===== src/design/pofr_defs.svh =====
`ifndef POFR_DEFS_SVH
`define POFR_DEFS_SVH
// register byte offsets
`define POFR_CMD_OFF 12'h000
`define POFR_CTRL_OFF 12'h004
`define POFR_PVSET_OFF 12'h008
`define POFR_STAT_OFF 12'h00C
`define POFR_PV_OFF 12'h010
// command register fields
`define POFR_CMD_CODE_LSB 0
`define POFR_CMD_CODE_W 4
`define POFR_CMD_ARG_BIT 4
// control register bits
`define POFR_CTRL_RUN_BIT 0
`define POFR_CTRL_RESETF_BIT 1
`define POFR_CTRL_CLR_ORG_BIT 2
`define POFR_CTRL_LIM_ALWAYS_BIT 3
`define POFR_CTRL_LIM_OTHER_BIT 4
// status bit positions
`define POFR_ST_ACCEL 0
`define POFR_ST_OVF 1
`define POFR_ST_CNTSET 2
`define POFR_ST_DONE 3
`define POFR_ST_BUSY 4
`define POFR_ST_NOORG 5
`define POFR_ST_ATORG 6
`define POFR_ST_STOPERR 7
`define POFR_ST_PWM 8
`define POFR_ST_INTERRUPT_FEED_CMD 9
`define POFR_ST_IFERR 10
`define POFR_ST_W 11
`define POFR_PV_RESET 32'h0000_0000
`define POFR_ST_RESET 11'h020
`endif


===== src/design/pofr_pkg.sv =====
package pofr_pkg;
  typedef enum logic [3:0]
  {
    POFR_CMD_NONE = 4'h0,
    POFR_CMD_PULSE_COUNT = 4'h1,
    POFR_CMD_SPEED = 4'h2,
    POFR_CMD_ACCEL = 4'h3,
    POFR_CMD_TRAPEZOID = 4'h4,
    POFR_CMD_STOP_INIT = 4'h5,
    POFR_CMD_ORIGIN_SEARCH = 4'h6,
    POFR_CMD_ORIGIN_RETURN = 4'h7,
    POFR_CMD_INTERRUPT_FEED_CMD = 4'h8,
    POFR_CMD_PWM = 4'h9,
    POFR_CMD_DONE = 4'hA,
    POFR_CMD_ORIGIN_FOUND = 4'hB,
    POFR_CMD_OVF = 4'hC
  } pofr_cmd_type;
  typedef enum logic [1:0]
  {
    POFR_APB_IDLE = 2'b01,
    POFR_APB_DONE = 2'b10
  } pofr_apb_type;
endpackage : pofr_pkg


===== src/design/pofr_flag_refresh.sv =====
// Operation
// - executing the set-pulse-count command sets the pulse-count-set flag.
// - speed, accel, trapezoid, stop/initialise and origin commands refresh flags when output starts or stops.
// - the reset flag changes the present value, clears overflow and at-origin, and sets no-origin.
// - flags are refreshed at power-up and when run operation starts or stops.
// - power-up clears present value and all flags except no-origin which is set; run start clears value and sets no-origin.
// - a limit stop with origin discarded clears present value and overflow and sets no-origin.
// - the clear-origin-at-limit setting chooses between keeping and discarding the origin on a limit stop.
// - a limit stop with origin kept keeps the value and clears busy, accel and interrupt-feed flags.
// - with limits always active and used for another function, the origin input asserting while busy with no origin or at a limit stop flags an error.
// - the stopped-error flag changes only on origin search, while busy with no origin, or in the limit error case, and clears at power-up.
// - the PWM flag is set only by the PWM command and cleared by stop/initialise, run stop and power-up.
// - the interrupt-feed flag follows the feed command and clears on stop/initialise, run edges, power-up, limit stops.
// - the pulse-count-set flag clears on speed, accel, feed, stop/initialise, run edges and power-up.
`include "pofr_defs.svh"
module pofr_flag_refresh
  import pofr_pkg::*;
(
  input wire logic i_clk,
  input wire logic i_nrst,
  input wire logic i_psel,
  input wire logic i_penable,
  input wire logic i_pwrite,
  input wire logic [11:0] i_paddr,
  input wire logic [31:0] i_pwdata,
  output logic [31:0] o_prdata,
  output logic o_pready,
  output logic o_pslverr,
  input wire logic i_limit_input,
  input wire logic i_origin_sensor_input,
  output logic [10:0] o_status,
  output logic [31:0] o_present_value
);
  logic lim_s1_q, lim_s2_q, lim_s3_q, org_s1_q, org_s2_q;
  logic [4:0] ctrl_q, ctrl_d;
  logic run_prev_q, resf_prev_q;
  logic [31:0] pv_q, pv_d, pvset_q, pvset_d;
  logic [10:0] st_q, st_d;
  logic [31:0] prdata_q, prdata_d;
  logic pready_q, pready_d, pslverr_q, pslverr_d;
  pofr_apb_type apb_q, apb_d;
  logic wr, rd, cmd_wr, run_start, run_stop, res_rise, lim_rise, org_err;
  pofr_cmd_type cmd;
  logic arg;

  // input synchronisers
  always_ff @(posedge i_clk or negedge i_nrst)
  begin
    if (!i_nrst)
    begin
      lim_s1_q <= 1'b0;
      lim_s2_q <= 1'b0;
      lim_s3_q <= 1'b0;
      org_s1_q <= 1'b0;
      org_s2_q <= 1'b0;
    end
    else
    begin
      lim_s1_q <= i_limit_input;
      lim_s2_q <= lim_s1_q;
      lim_s3_q <= lim_s2_q;
      org_s1_q <= i_origin_sensor_input;
      org_s2_q <= org_s1_q;
    end
  end

  // apb access phase, single answer registered one cycle later (one wait state)
  assign wr = i_psel && i_penable && i_pwrite && (apb_q == POFR_APB_IDLE);
  assign rd = i_psel && i_penable && !i_pwrite && (apb_q == POFR_APB_IDLE);
  assign cmd_wr = wr && (i_paddr == `POFR_CMD_OFF);
  assign cmd = cmd_wr ? pofr_cmd_type'(i_pwdata[`POFR_CMD_CODE_LSB +: `POFR_CMD_CODE_W])
    : POFR_CMD_NONE;
  assign arg = i_pwdata[`POFR_CMD_ARG_BIT];
  assign run_start = ctrl_q[`POFR_CTRL_RUN_BIT] && !run_prev_q;
  assign run_stop = !ctrl_q[`POFR_CTRL_RUN_BIT] && run_prev_q;
  assign res_rise = ctrl_q[`POFR_CTRL_RESETF_BIT] && !resf_prev_q;
  assign lim_rise = lim_s2_q && !lim_s3_q;
  assign org_err = org_s2_q && ctrl_q[`POFR_CTRL_LIM_ALWAYS_BIT]
    && ctrl_q[`POFR_CTRL_LIM_OTHER_BIT];

  always_comb
  begin
    apb_d = POFR_APB_IDLE;
    pready_d = 1'b0;
    pslverr_d = 1'b0;
    prdata_d = prdata_q;
    ctrl_d = ctrl_q;
    pvset_d = pvset_q;
    if ((wr || rd) && apb_q == POFR_APB_IDLE)
    begin
      apb_d = POFR_APB_DONE;
      pready_d = 1'b1;
      prdata_d = 32'h0000_0000;
      case (i_paddr)
        `POFR_CMD_OFF: ;
        `POFR_CTRL_OFF:
        begin
          if (wr)
            ctrl_d = i_pwdata[4:0];
          prdata_d = {27'h0, ctrl_q};
        end
        `POFR_PVSET_OFF:
        begin
          if (wr)
            pvset_d = i_pwdata;
          prdata_d = pvset_q;
        end
        `POFR_STAT_OFF: prdata_d = {21'h0, st_q};
        `POFR_PV_OFF: prdata_d = pv_q;
        default: pslverr_d = 1'b1;
      endcase
      if (wr && (i_paddr == `POFR_STAT_OFF || i_paddr == `POFR_PV_OFF))
        pslverr_d = 1'b1;
    end
  end

  // flag refresh; later events override earlier ones
  always_comb
  begin
    pv_d = pv_q;
    st_d = st_q;
    case (cmd)
      POFR_CMD_PULSE_COUNT: st_d[`POFR_ST_CNTSET] = 1'b1;
      POFR_CMD_SPEED, POFR_CMD_ACCEL, POFR_CMD_TRAPEZOID, POFR_CMD_INTERRUPT_FEED_CMD:
      begin
        pv_d = pvset_q;
        st_d[`POFR_ST_BUSY] = arg;
        st_d[`POFR_ST_DONE] = !arg;
        if (cmd != POFR_CMD_SPEED)
          st_d[`POFR_ST_ACCEL] = arg;
        st_d[`POFR_ST_ATORG] = (pvset_q == 32'h0000_0000);
        if (cmd != POFR_CMD_TRAPEZOID)
          st_d[`POFR_ST_CNTSET] = 1'b0;
        if (cmd == POFR_CMD_INTERRUPT_FEED_CMD)
          st_d[`POFR_ST_INTERRUPT_FEED_CMD] = arg;
      end
      POFR_CMD_STOP_INIT:
      begin
        pv_d = pvset_q;
        st_d[`POFR_ST_ACCEL] = 1'b0;
        st_d[`POFR_ST_OVF] = 1'b0;
        st_d[`POFR_ST_CNTSET] = 1'b0;
        st_d[`POFR_ST_BUSY] = 1'b0;
        st_d[`POFR_ST_NOORG] = 1'b0;
        st_d[`POFR_ST_ATORG] = (pvset_q == 32'h0000_0000);
        st_d[`POFR_ST_PWM] = 1'b0;
        st_d[`POFR_ST_INTERRUPT_FEED_CMD] = 1'b0;
      end
      POFR_CMD_ORIGIN_SEARCH:
      begin
        st_d[`POFR_ST_BUSY] = arg;
        st_d[`POFR_ST_ACCEL] = arg;
        st_d[`POFR_ST_OVF] = 1'b0;
        st_d[`POFR_ST_STOPERR] = 1'b0;
        st_d[`POFR_ST_NOORG] = arg;
      end
      POFR_CMD_ORIGIN_RETURN:
      begin
        st_d[`POFR_ST_BUSY] = arg;
        st_d[`POFR_ST_ACCEL] = arg;
        st_d[`POFR_ST_DONE] = !arg;
      end
      POFR_CMD_ORIGIN_FOUND:
      begin
        pv_d = 32'h0000_0000;
        st_d[`POFR_ST_BUSY] = 1'b0;
        st_d[`POFR_ST_ACCEL] = 1'b0;
        st_d[`POFR_ST_NOORG] = 1'b0;
        st_d[`POFR_ST_ATORG] = 1'b1;
      end
      POFR_CMD_DONE:
      begin
        pv_d = pvset_q;
        st_d[`POFR_ST_BUSY] = 1'b0;
        st_d[`POFR_ST_ACCEL] = 1'b0;
        st_d[`POFR_ST_DONE] = 1'b1;
        st_d[`POFR_ST_IFERR] = arg;
      end
      POFR_CMD_OVF: st_d[`POFR_ST_OVF] = 1'b1;
      POFR_CMD_PWM: st_d[`POFR_ST_PWM] = 1'b1;
      default: ;
    endcase
    if (st_q[`POFR_ST_BUSY] && st_q[`POFR_ST_NOORG] && org_err)
      st_d[`POFR_ST_STOPERR] = 1'b1;
    if (res_rise)
    begin
      pv_d = pvset_q;
      st_d[`POFR_ST_OVF] = 1'b0;
      st_d[`POFR_ST_ATORG] = 1'b0;
      st_d[`POFR_ST_NOORG] = 1'b1;
    end
    if (lim_rise)
    begin
      st_d[`POFR_ST_ACCEL] = 1'b0;
      st_d[`POFR_ST_BUSY] = 1'b0;
      st_d[`POFR_ST_INTERRUPT_FEED_CMD] = 1'b0;
      if (org_err)
        st_d[`POFR_ST_STOPERR] = 1'b1;
      if (ctrl_q[`POFR_CTRL_CLR_ORG_BIT])
      begin
        pv_d = 32'h0000_0000;
        st_d[`POFR_ST_OVF] = 1'b0;
        st_d[`POFR_ST_NOORG] = 1'b1;
      end
    end
    if (run_start || run_stop)
    begin
      st_d[`POFR_ST_ACCEL] = 1'b0;
      st_d[`POFR_ST_CNTSET] = 1'b0;
      st_d[`POFR_ST_DONE] = 1'b0;
      st_d[`POFR_ST_BUSY] = 1'b0;
      st_d[`POFR_ST_INTERRUPT_FEED_CMD] = 1'b0;
    end
    if (run_start)
    begin
      pv_d = 32'h0000_0000;
      st_d[`POFR_ST_OVF] = 1'b0;
      st_d[`POFR_ST_NOORG] = 1'b1;
      st_d[`POFR_ST_IFERR] = 1'b0;
    end
    if (run_stop)
      st_d[`POFR_ST_PWM] = 1'b0;
  end

  always_ff @(posedge i_clk or negedge i_nrst)
  begin
    if (!i_nrst)
    begin
      apb_q <= POFR_APB_IDLE;
      pready_q <= 1'b0;
      pslverr_q <= 1'b0;
      prdata_q <= 32'h0000_0000;
      ctrl_q <= 5'h00;
      pvset_q <= 32'h0000_0000;
      run_prev_q <= 1'b0;
      resf_prev_q <= 1'b0;
      pv_q <= `POFR_PV_RESET;
      st_q <= `POFR_ST_RESET;
    end
    else
    begin
      apb_q <= apb_d;
      pready_q <= pready_d;
      pslverr_q <= pslverr_d;
      prdata_q <= prdata_d;
      ctrl_q <= ctrl_d;
      pvset_q <= pvset_d;
      run_prev_q <= ctrl_q[`POFR_CTRL_RUN_BIT];
      resf_prev_q <= ctrl_q[`POFR_CTRL_RESETF_BIT];
      pv_q <= pv_d;
      st_q <= st_d;
    end
  end

  assign o_prdata = prdata_q;
  assign o_pready = pready_q;
  assign o_pslverr = pslverr_q;
  assign o_status = st_q;
  assign o_present_value = pv_q;

  a_pwm_set_only: assert property (@(posedge i_clk) disable iff (!i_nrst)
    $rose(st_q[`POFR_ST_PWM]) |-> $past(cmd) == POFR_CMD_PWM)
    else $error("pwm flag rose without pwm command");
  a_cntset_sets: assert property (@(posedge i_clk) disable iff (!i_nrst)
    cmd == POFR_CMD_PULSE_COUNT && !res_rise && !run_start && !run_stop
      |=> st_q[`POFR_ST_CNTSET])
    else $error("pulse count flag not set");
  a_run_start_clear: assert property (@(posedge i_clk) disable iff (!i_nrst)
    run_start |=> pv_q == 32'h0000_0000 && st_q[`POFR_ST_NOORG])
    else $error("run start did not clear value");
  a_reset_flag: assert property (@(posedge i_clk) disable iff (!i_nrst)
    res_rise && !lim_rise && !run_start |=> st_q[`POFR_ST_NOORG] && !st_q[`POFR_ST_ATORG]
      && !st_q[`POFR_ST_OVF])
    else $error("reset flag refresh wrong");
  a_limit_clr_org: assert property (@(posedge i_clk) disable iff (!i_nrst)
    lim_rise && ctrl_q[`POFR_CTRL_CLR_ORG_BIT] |=> pv_q == 32'h0000_0000
      && st_q[`POFR_ST_NOORG] && !st_q[`POFR_ST_OVF])
    else $error("limit with discarded origin wrong");
  a_limit_keep_org: assert property (@(posedge i_clk) disable iff (!i_nrst)
    lim_rise && !ctrl_q[`POFR_CTRL_CLR_ORG_BIT] && !res_rise && !run_start
      && cmd == POFR_CMD_NONE |=> pv_q == $past(pv_q) && !st_q[`POFR_ST_BUSY]
      && !st_q[`POFR_ST_INTERRUPT_FEED_CMD] && st_q[`POFR_ST_NOORG] == $past(st_q[`POFR_ST_NOORG]))
    else $error("limit with kept origin wrong");
  a_interrupt_feed_cmd_clear: assert property (@(posedge i_clk) disable iff (!i_nrst)
    (run_start || run_stop || cmd == POFR_CMD_STOP_INIT) |=> !st_q[`POFR_ST_INTERRUPT_FEED_CMD])
    else $error("feed flag not cleared");
  a_cntset_clear: assert property (@(posedge i_clk) disable iff (!i_nrst)
    cmd == POFR_CMD_SPEED || cmd == POFR_CMD_ACCEL |=> !st_q[`POFR_ST_CNTSET])
    else $error("pulse count flag not cleared");
  a_stoperr_cause: assert property (@(posedge i_clk) disable iff (!i_nrst)
    $rose(st_q[`POFR_ST_STOPERR]) |-> $past(org_err))
    else $error("stop error without cause");
  a_pwm_clear: assert property (@(posedge i_clk) disable iff (!i_nrst)
    cmd == POFR_CMD_STOP_INIT || run_stop |=> !st_q[`POFR_ST_PWM])
    else $error("pwm flag not cleared");
  a_stop_init_refresh: assert property (@(posedge i_clk) disable iff (!i_nrst)
    cmd == POFR_CMD_STOP_INIT && !lim_rise && !run_start
      |=> !st_q[`POFR_ST_BUSY] && pv_q == $past(pvset_q))
    else $error("stop command refresh wrong");
  a_interrupt_feed_cmd_follow: assert property (@(posedge i_clk) disable iff (!i_nrst)
    cmd == POFR_CMD_INTERRUPT_FEED_CMD && !lim_rise && !run_start && !run_stop
      |=> st_q[`POFR_ST_INTERRUPT_FEED_CMD] == $past(arg))
    else $error("feed flag does not follow command");
  a_apb_answer: assert property (@(posedge i_clk) disable iff (!i_nrst)
    i_psel && i_penable && !o_pready |=> o_pready)
    else $error("apb answer late");
endmodule : pofr_flag_refresh


===== config.mk =====
export PLATFORM = sky130hd
export DESIGN_NAME = pofr_flag_refresh
export DESIGN_NICKNAME = d
export VERILOG_FILES = /design/src/design/pofr_pkg.sv /design/src/design/pofr_flag_refresh.sv
export VERILOG_INCLUDE_DIRS = /design/src /design/src/design
export SDC_FILE = /design/constraint.sdc
export NUM_CORES = 1
export LEC_CHECK = 0
export BUFFER_PORTS_ARGS = -buffer_cell sky130_fd_sc_hd__buf_2
export CORE_UTILIZATION = 50
export CTS_BUF_LIST = sky130_fd_sc_hd__clkbuf_8
export CTS_CLUSTER_SIZE = 30
export DETAILED_ROUTE_END_ITERATION = 10
export HOLD_SLACK_MARGIN = 0.15
export MAX_ROUTING_LAYER = met4
export PLACE_DENSITY = 0.82
export SLEW_MARGIN = 20
export SYNTH_ARGS = -nofsm -noshare
export SYNTH_HDL_FRONTEND = slang
export SYNTH_SLANG_ARGS = --single-unit

===== constraint.sdc =====
create_clock -name i_clk -period 1.7 [get_ports i_clk]
set_input_delay 0.425 -clock i_clk [delete_from_list [all_inputs] [get_ports i_clk]]
set_output_delay 0.425 -clock i_clk [all_outputs]
set_load 0.005 [all_outputs]

# ---- Yosys cells after proc, flatten, opt, wreduce, memory -nomap -nowiden
# Index checks and enable logic that the tools add are counted.
dict set report totals {
  register_bits 123
  in_bits 51
  output_inout_bits 77
  elab_cells 138
}
dict set report op_classes {
  eq_ne 22
  muxes 43
  reduce_logical 50
}
# operator n
set ops {}
lappend ops {{32-bit two-way mux} 4}
lappend ops {{32-bit one-hot mux with 4 select lines} 1}
lappend ops {{32-bit one-hot mux with 2 select lines} 1}
lappend ops {{32-bit zero test} 1}
lappend ops {{12-bit by 4-bit == test with 1-bit output, second input constant} 2}
lappend ops {{1-bit two-way mux} 22}
lappend ops {{4-bit == test, second input constant} 5}
lappend ops {{4-bit by 3-bit == test with 1-bit output, second input constant} 4}
lappend ops {{1-bit logical AND} 16}
lappend ops {{5-bit OR reduction} 3}
lappend ops {{1-bit one-hot mux with 2 select lines} 7}
lappend ops {{12-bit by 3-bit == test with 1-bit output, second input constant} 1}
lappend ops {{12-bit by 5-bit == test with 1-bit output, second input constant} 1}
lappend ops {{12-bit zero test} 1}
lappend ops {{4-bit nonzero test} 3}
lappend ops {{6-bit OR reduction} 2}
lappend ops {{3-bit nonzero test} 3}
lappend ops {{4-bit by 2-bit == test with 1-bit output, second input constant} 2}
lappend ops {{2-bit two-way mux} 4}
lappend ops {{4-bit != test, second input constant} 2}
lappend ops {{1-bit zero test} 6}
lappend ops {{1-bit one-hot mux with 3 select lines} 2}
lappend ops {{2-bit AND reduction} 3}
lappend ops {{3-bit AND reduction} 2}
lappend ops {{other kinds (13)} 17}

# ---- Longest topological paths before layout
dict set report logic_depth {
  depth_word 12
  mapped_depth 8
  ltp_nobuf 7
}

# ---- Worst setup path after synthesis
# Ideal clock, no wire load.
dict set report synth_timing {
  kind {input port to flip-flop}
  from {input port i_paddr[1]}
  to {register pvset_q[10]}
  setup_time_ns 0.125
  t_arrival_ns 1.684
  t_required_ns 1.575
  slack_ns -0.109
  stages 5
  path_buffers 1
  cell_sequence {nor3_1 nand4_1 nor3_2 buf_4 mux2_2}
}
dict set report synth_via {
  elab_chain_cells 2
}
# element line
set synth_lines {}
lappend synth_lines {{start: declaration} pofr_flag_refresh.sv:24} ;# input wire logic [11:0] i_paddr,
lappend synth_lines {{12-bit by 4-bit == test with 1-bit output} pofr_flag_refresh.sv:94} ;# case (i_paddr)
lappend synth_lines {{3-bit AND reduction (no line)} n/a}
lappend synth_lines {{end signal: assignment} pofr_flag_refresh.sv:247} ;# pvset_q <= pvset_d;
lappend synth_lines {{end: declaration} pofr_flag_refresh.sv:37} ;# logic [31:0] pv_q, pv_d, pvset_q, pvset_d;
# Every way passes these cells.
# A chain may end at the register's enable or synchronous reset.

# ---- Worst setup path after layout
dict set report layout_timing {
  from {register apb_q[0]}
  to {register pvset_q[9]}
}
dict set report layout_via {
  elab_chain_cells 5
}
# element line
set layout_lines {}
lappend layout_lines {{start: declaration} pofr_flag_refresh.sv:41} ;# pofr_apb_type apb_q, apb_d;
lappend layout_lines {{start signal: assignment} pofr_flag_refresh.sv:242} ;# apb_q <= apb_d;
lappend layout_lines {{2-bit by 1-bit == test with 1-bit output *} {pofr_flag_refresh.sv:68, pofr_flag_refresh.sv:69, pofr_flag_refresh.sv:89}}
lappend layout_lines {{1-bit logical AND (on tied branches)} {pofr_flag_refresh.sv:68, pofr_flag_refresh.sv:69}}
lappend layout_lines {{1-bit logical OR} pofr_flag_refresh.sv:89} ;# if ((wr || rd) && apb_q == POFR_APB_IDLE)
lappend layout_lines {{1-bit logical AND} pofr_flag_refresh.sv:89}
lappend layout_lines {{3-bit AND reduction (no line) *} n/a}
# Every way passes the cells marked *; elsewhere a longest branch is shown, timed or not.

==> results.sh <==
export IMPL_status="finished with violations"
export IMPL_violations="setup timing"
export IMPL_fin_crit_sh=1.04
export IMPL_synth_area_um2=5470
export IMPL_synth_seq_cells=122
export IMPL_crit_type="flop to flop"
export IMPL_cp_required_ns=2.02
export IMPL_routed_wl_mm=16.4
export IMPL_start_kind="flop"
export IMPL_worst_pin_slew_ns=0.492
export IMPL_fmax_mhz=566
export IMPL_power_density_nw_per_um2=876
export IMPL_final_cell_mix="buf_2 (126), dfrtp_1 (120), nor2_1 (59)"
export IMPL_grt_usage=0.299
export IMPL_min_from="i_pwdata[17]"
export IMPL_rows=37
export IMPL_drtPass1Iterations=5
export IMPL_synth_flop_cell="dfrtp_1"
export IMPL_drtIter0Drc=395
export IMPL_cts_buffers=17
export IMPL_fillers=758
export IMPL_vdd_drop_max_mv=0.546
export IMPL_ys_warn_count=0
export IMPL_fp_dieH_um=107
export IMPL_insertion_delay_ns=0.44
export IMPL_rsz0062_at_grt="true"
export IMPL_cts_tree="yes"
export IMPL_min_path_cells=2
export IMPL_setup_ws_ns=-0.0652
export IMPL_maxCapViolations=0
export IMPL_hold_viol=0
export IMPL_hold_path_class="input port to flop"
export IMPL_antenna_cells=0
export IMPL_yosysTopAreaCellShare=0.549
export IMPL_reg2reg_depth=5
export IMPL_whs_endpoint="pvset_q[17]"
export IMPL_port_buffers=127
export IMPL_yosysUniqueCellTypes=51
export IMPL_clk_pin_slew_ns=0.08
export IMPL_slew_headroom=0.672
export IMPL_timing_rr_start="apb_q[0]"
export IMPL_drc=0
export IMPL_crit_path_max_fanout=32
export IMPL_yosysTopAreaCell="dfrtp_1"
export IMPL_htree_num_levels=4
export IMPL_start_util=0.523
export IMPL_dpl_hpwl_mm=11.1
export IMPL_grt_antenna_before_repair=0
export IMPL_final_core_util=0.702
export IMPL_tns_ns=-2.31
export IMPL_syn_to_final_growth_pct=34.2
export IMPL_grt_pass1_vias=4829
export IMPL_startpoint="apb_q[0]"
export IMPL_synth_avg_cell_area_um2=11.7
export IMPL_synthArstFlopShare=1.00
export IMPL_core_um2=10500
export IMPL_fp_dieW_um=107
export IMPL_vias_per_cell=6.05
export IMPL_clockRootBuffer="clkbuf_8"
export IMPL_period_needed_ns=1.77
export IMPL_clockBufferDepth=2
export IMPL_synth_area_top_cells="dfrtp_1 (55%), mux2_2 (9.9%), a22o_1 (5.1%)"
export IMPL_final_area_um2=7340
export IMPL_overflow=0
export IMPL_dpl_cell_area_um2=6710
export IMPL_ff2ff_setup_slack_ns=-0.07
export IMPL_vias=4880
export IMPL_setup_violations=64
export IMPL_reg2reg_to="pvset_q[9]"
export IMPL_drive_above_1_share=0.458
export IMPL_dieArea_um2=11400
export IMPL_finalClockSkew_ns=0.0134
export IMPL_antenna_left=0
export IMPL_yosysSeqAreaShare=0.559
export IMPL_finalMaxSlewViolations=0
export IMPL_synth_edf_count=0
export IMPL_synth_nets=520
export IMPL_worst_endpoint_arrival_ns=2.09
export IMPL_ioPinCount=128
export IMPL_grt_pass1_wl_mm=25.1
export IMPL_crit_path_end_kind="flop"
export IMPL_postSynthCellCount=467
export IMPL_grt_max_degree=43
export IMPL_p_leak_nw=3.74
export IMPL_cts_sinks=122
export IMPL_nets=711
export IMPL_gp_congestion=0.905
export IMPL_wl_per_cell_um=20.3
export IMPL_layout_commonest_cell="buf_2"
export IMPL_total_power_mw=6.43
==> logic make-up after synthesis <==
group / count (synthesis) / synth area share
AND/OR/NAND/NOR: 139 / 0.134
multiplexers: 53 / 0.108
adder cells (fa/ha/maj): 2 / 0.00457
AO/OA/AOI/OAI: 116 / 0.155
flip-flops: 122 / 0.559
buffers and inverters: 35 / 0.0391
==> Yosys cell counts, types with 4 or more instances <==
cell type	count
buf_4	7
nand4_1	6
a221oi_1	21
o21ai_0	19
nor4_1	7
nand2b_1	5
mux2_2	48
nor2b_1	9
buf_2	9
nand2_1	25
a21oi_1	17
nand3_1	4
clkbuf_1	7
mux2i_1	5
buf_6	6
nor2_1	60
dfrtp_1	120
inv_1	4
a22oi_1	11
a22o_1	32
==> metrics by stage <==
stage               hold WS, ns  std cells  setup WS [ns]
floorplan                 0.129        467        -0.0735
global placement          0.334        766         -0.255
CTS                       0.195        804        -0.0568
detailed placement        0.342        766         -0.352
global route              0.189        807         -0.119
finish                    0.212        807        -0.0652
==> what timing repair did <==
| item | 4_1_cts | 5_1_grt |
|---|---|---|
| gates resized for setup | 9 | 16 |
| hold buffers | 3 | 0 |
| endpoints found under the hold margin | 29 | 0 |
| gates cloned | 0 | 4 |
| pin swaps | 0 | 10 |
| buffers inserted | 3 | 0 |
| endpoints found under the setup margin | 73 | 82 |
==> registers in the layout, indices dropped and copies added, names as in the netlist <==
name             flops
ctrl_q               5
lim_s1_q             1
lim_s2_q             1
resf_prev_q          1
o_status            11
o_prdata            32
o_present_value     32
run_prev_q           1
apb_q                2
o_pslverr            1
pvset_q             32
org_s1_q             1
org_s2_q             1
lim_s3_q             1
==> power breakdown <==
group / leakage (nW) / switching [mW] / internal [mW]
Combinational: 1.91 / 0.335 / 0.279
Sequential: 1.63 / 0.0556 / 3.01
Clock: 0.211 / 1.28 / 1.48
==> how the worst max path moves through the flow <==
stage | end | slack, ns | depth (start not counted)
detailed placement | pvset_q[15] | -0.35 | 6
CTS | pvset_q[23] | -0.06 | 5
floorplan | pvset_q[10] | -0.07 | 5
global placement | pvset_q[11] | -0.25 | 6
finish | pvset_q[9] | -0.07 | 5
global route | pvset_q[0] | -0.12 | 5
==> worst max-delay path: stages, from the launching register on <==
cell and delay [ns]:
dfstp_2 0.55, nand4b_4 0.12, buf_6 0.16, nor3_4 0.19
buf_12 0.24, mux2_2 0.37
==> routing by layer <==
layer,GRT usage,vias to the layer above,part of all wire
met2,0.454,288,0.48
met5,-,-,0
li1,-,2104,-
met4,0.132,0,0.031
met1,0.394,2441,0.40
met3,0.0565,47,0.082
==> final cells by class <==
class / instances / area (um^2) / area share
Sequential cell: 122 / 3060 / 0.416
Tap cell: 136 / 170 / 0.0232
Timing Repair Buffer: 201 / 1360 / 0.185
Inverter: 6 / 22.5 / 0.00307
Clock buffer: 17 / 234 / 0.0319
Clock inverter: 15 / 190 / 0.0259
Multi-Input combinational cell: 310 / 2310 / 0.315
Note: power is estimated with default switching activity, not from simulation.
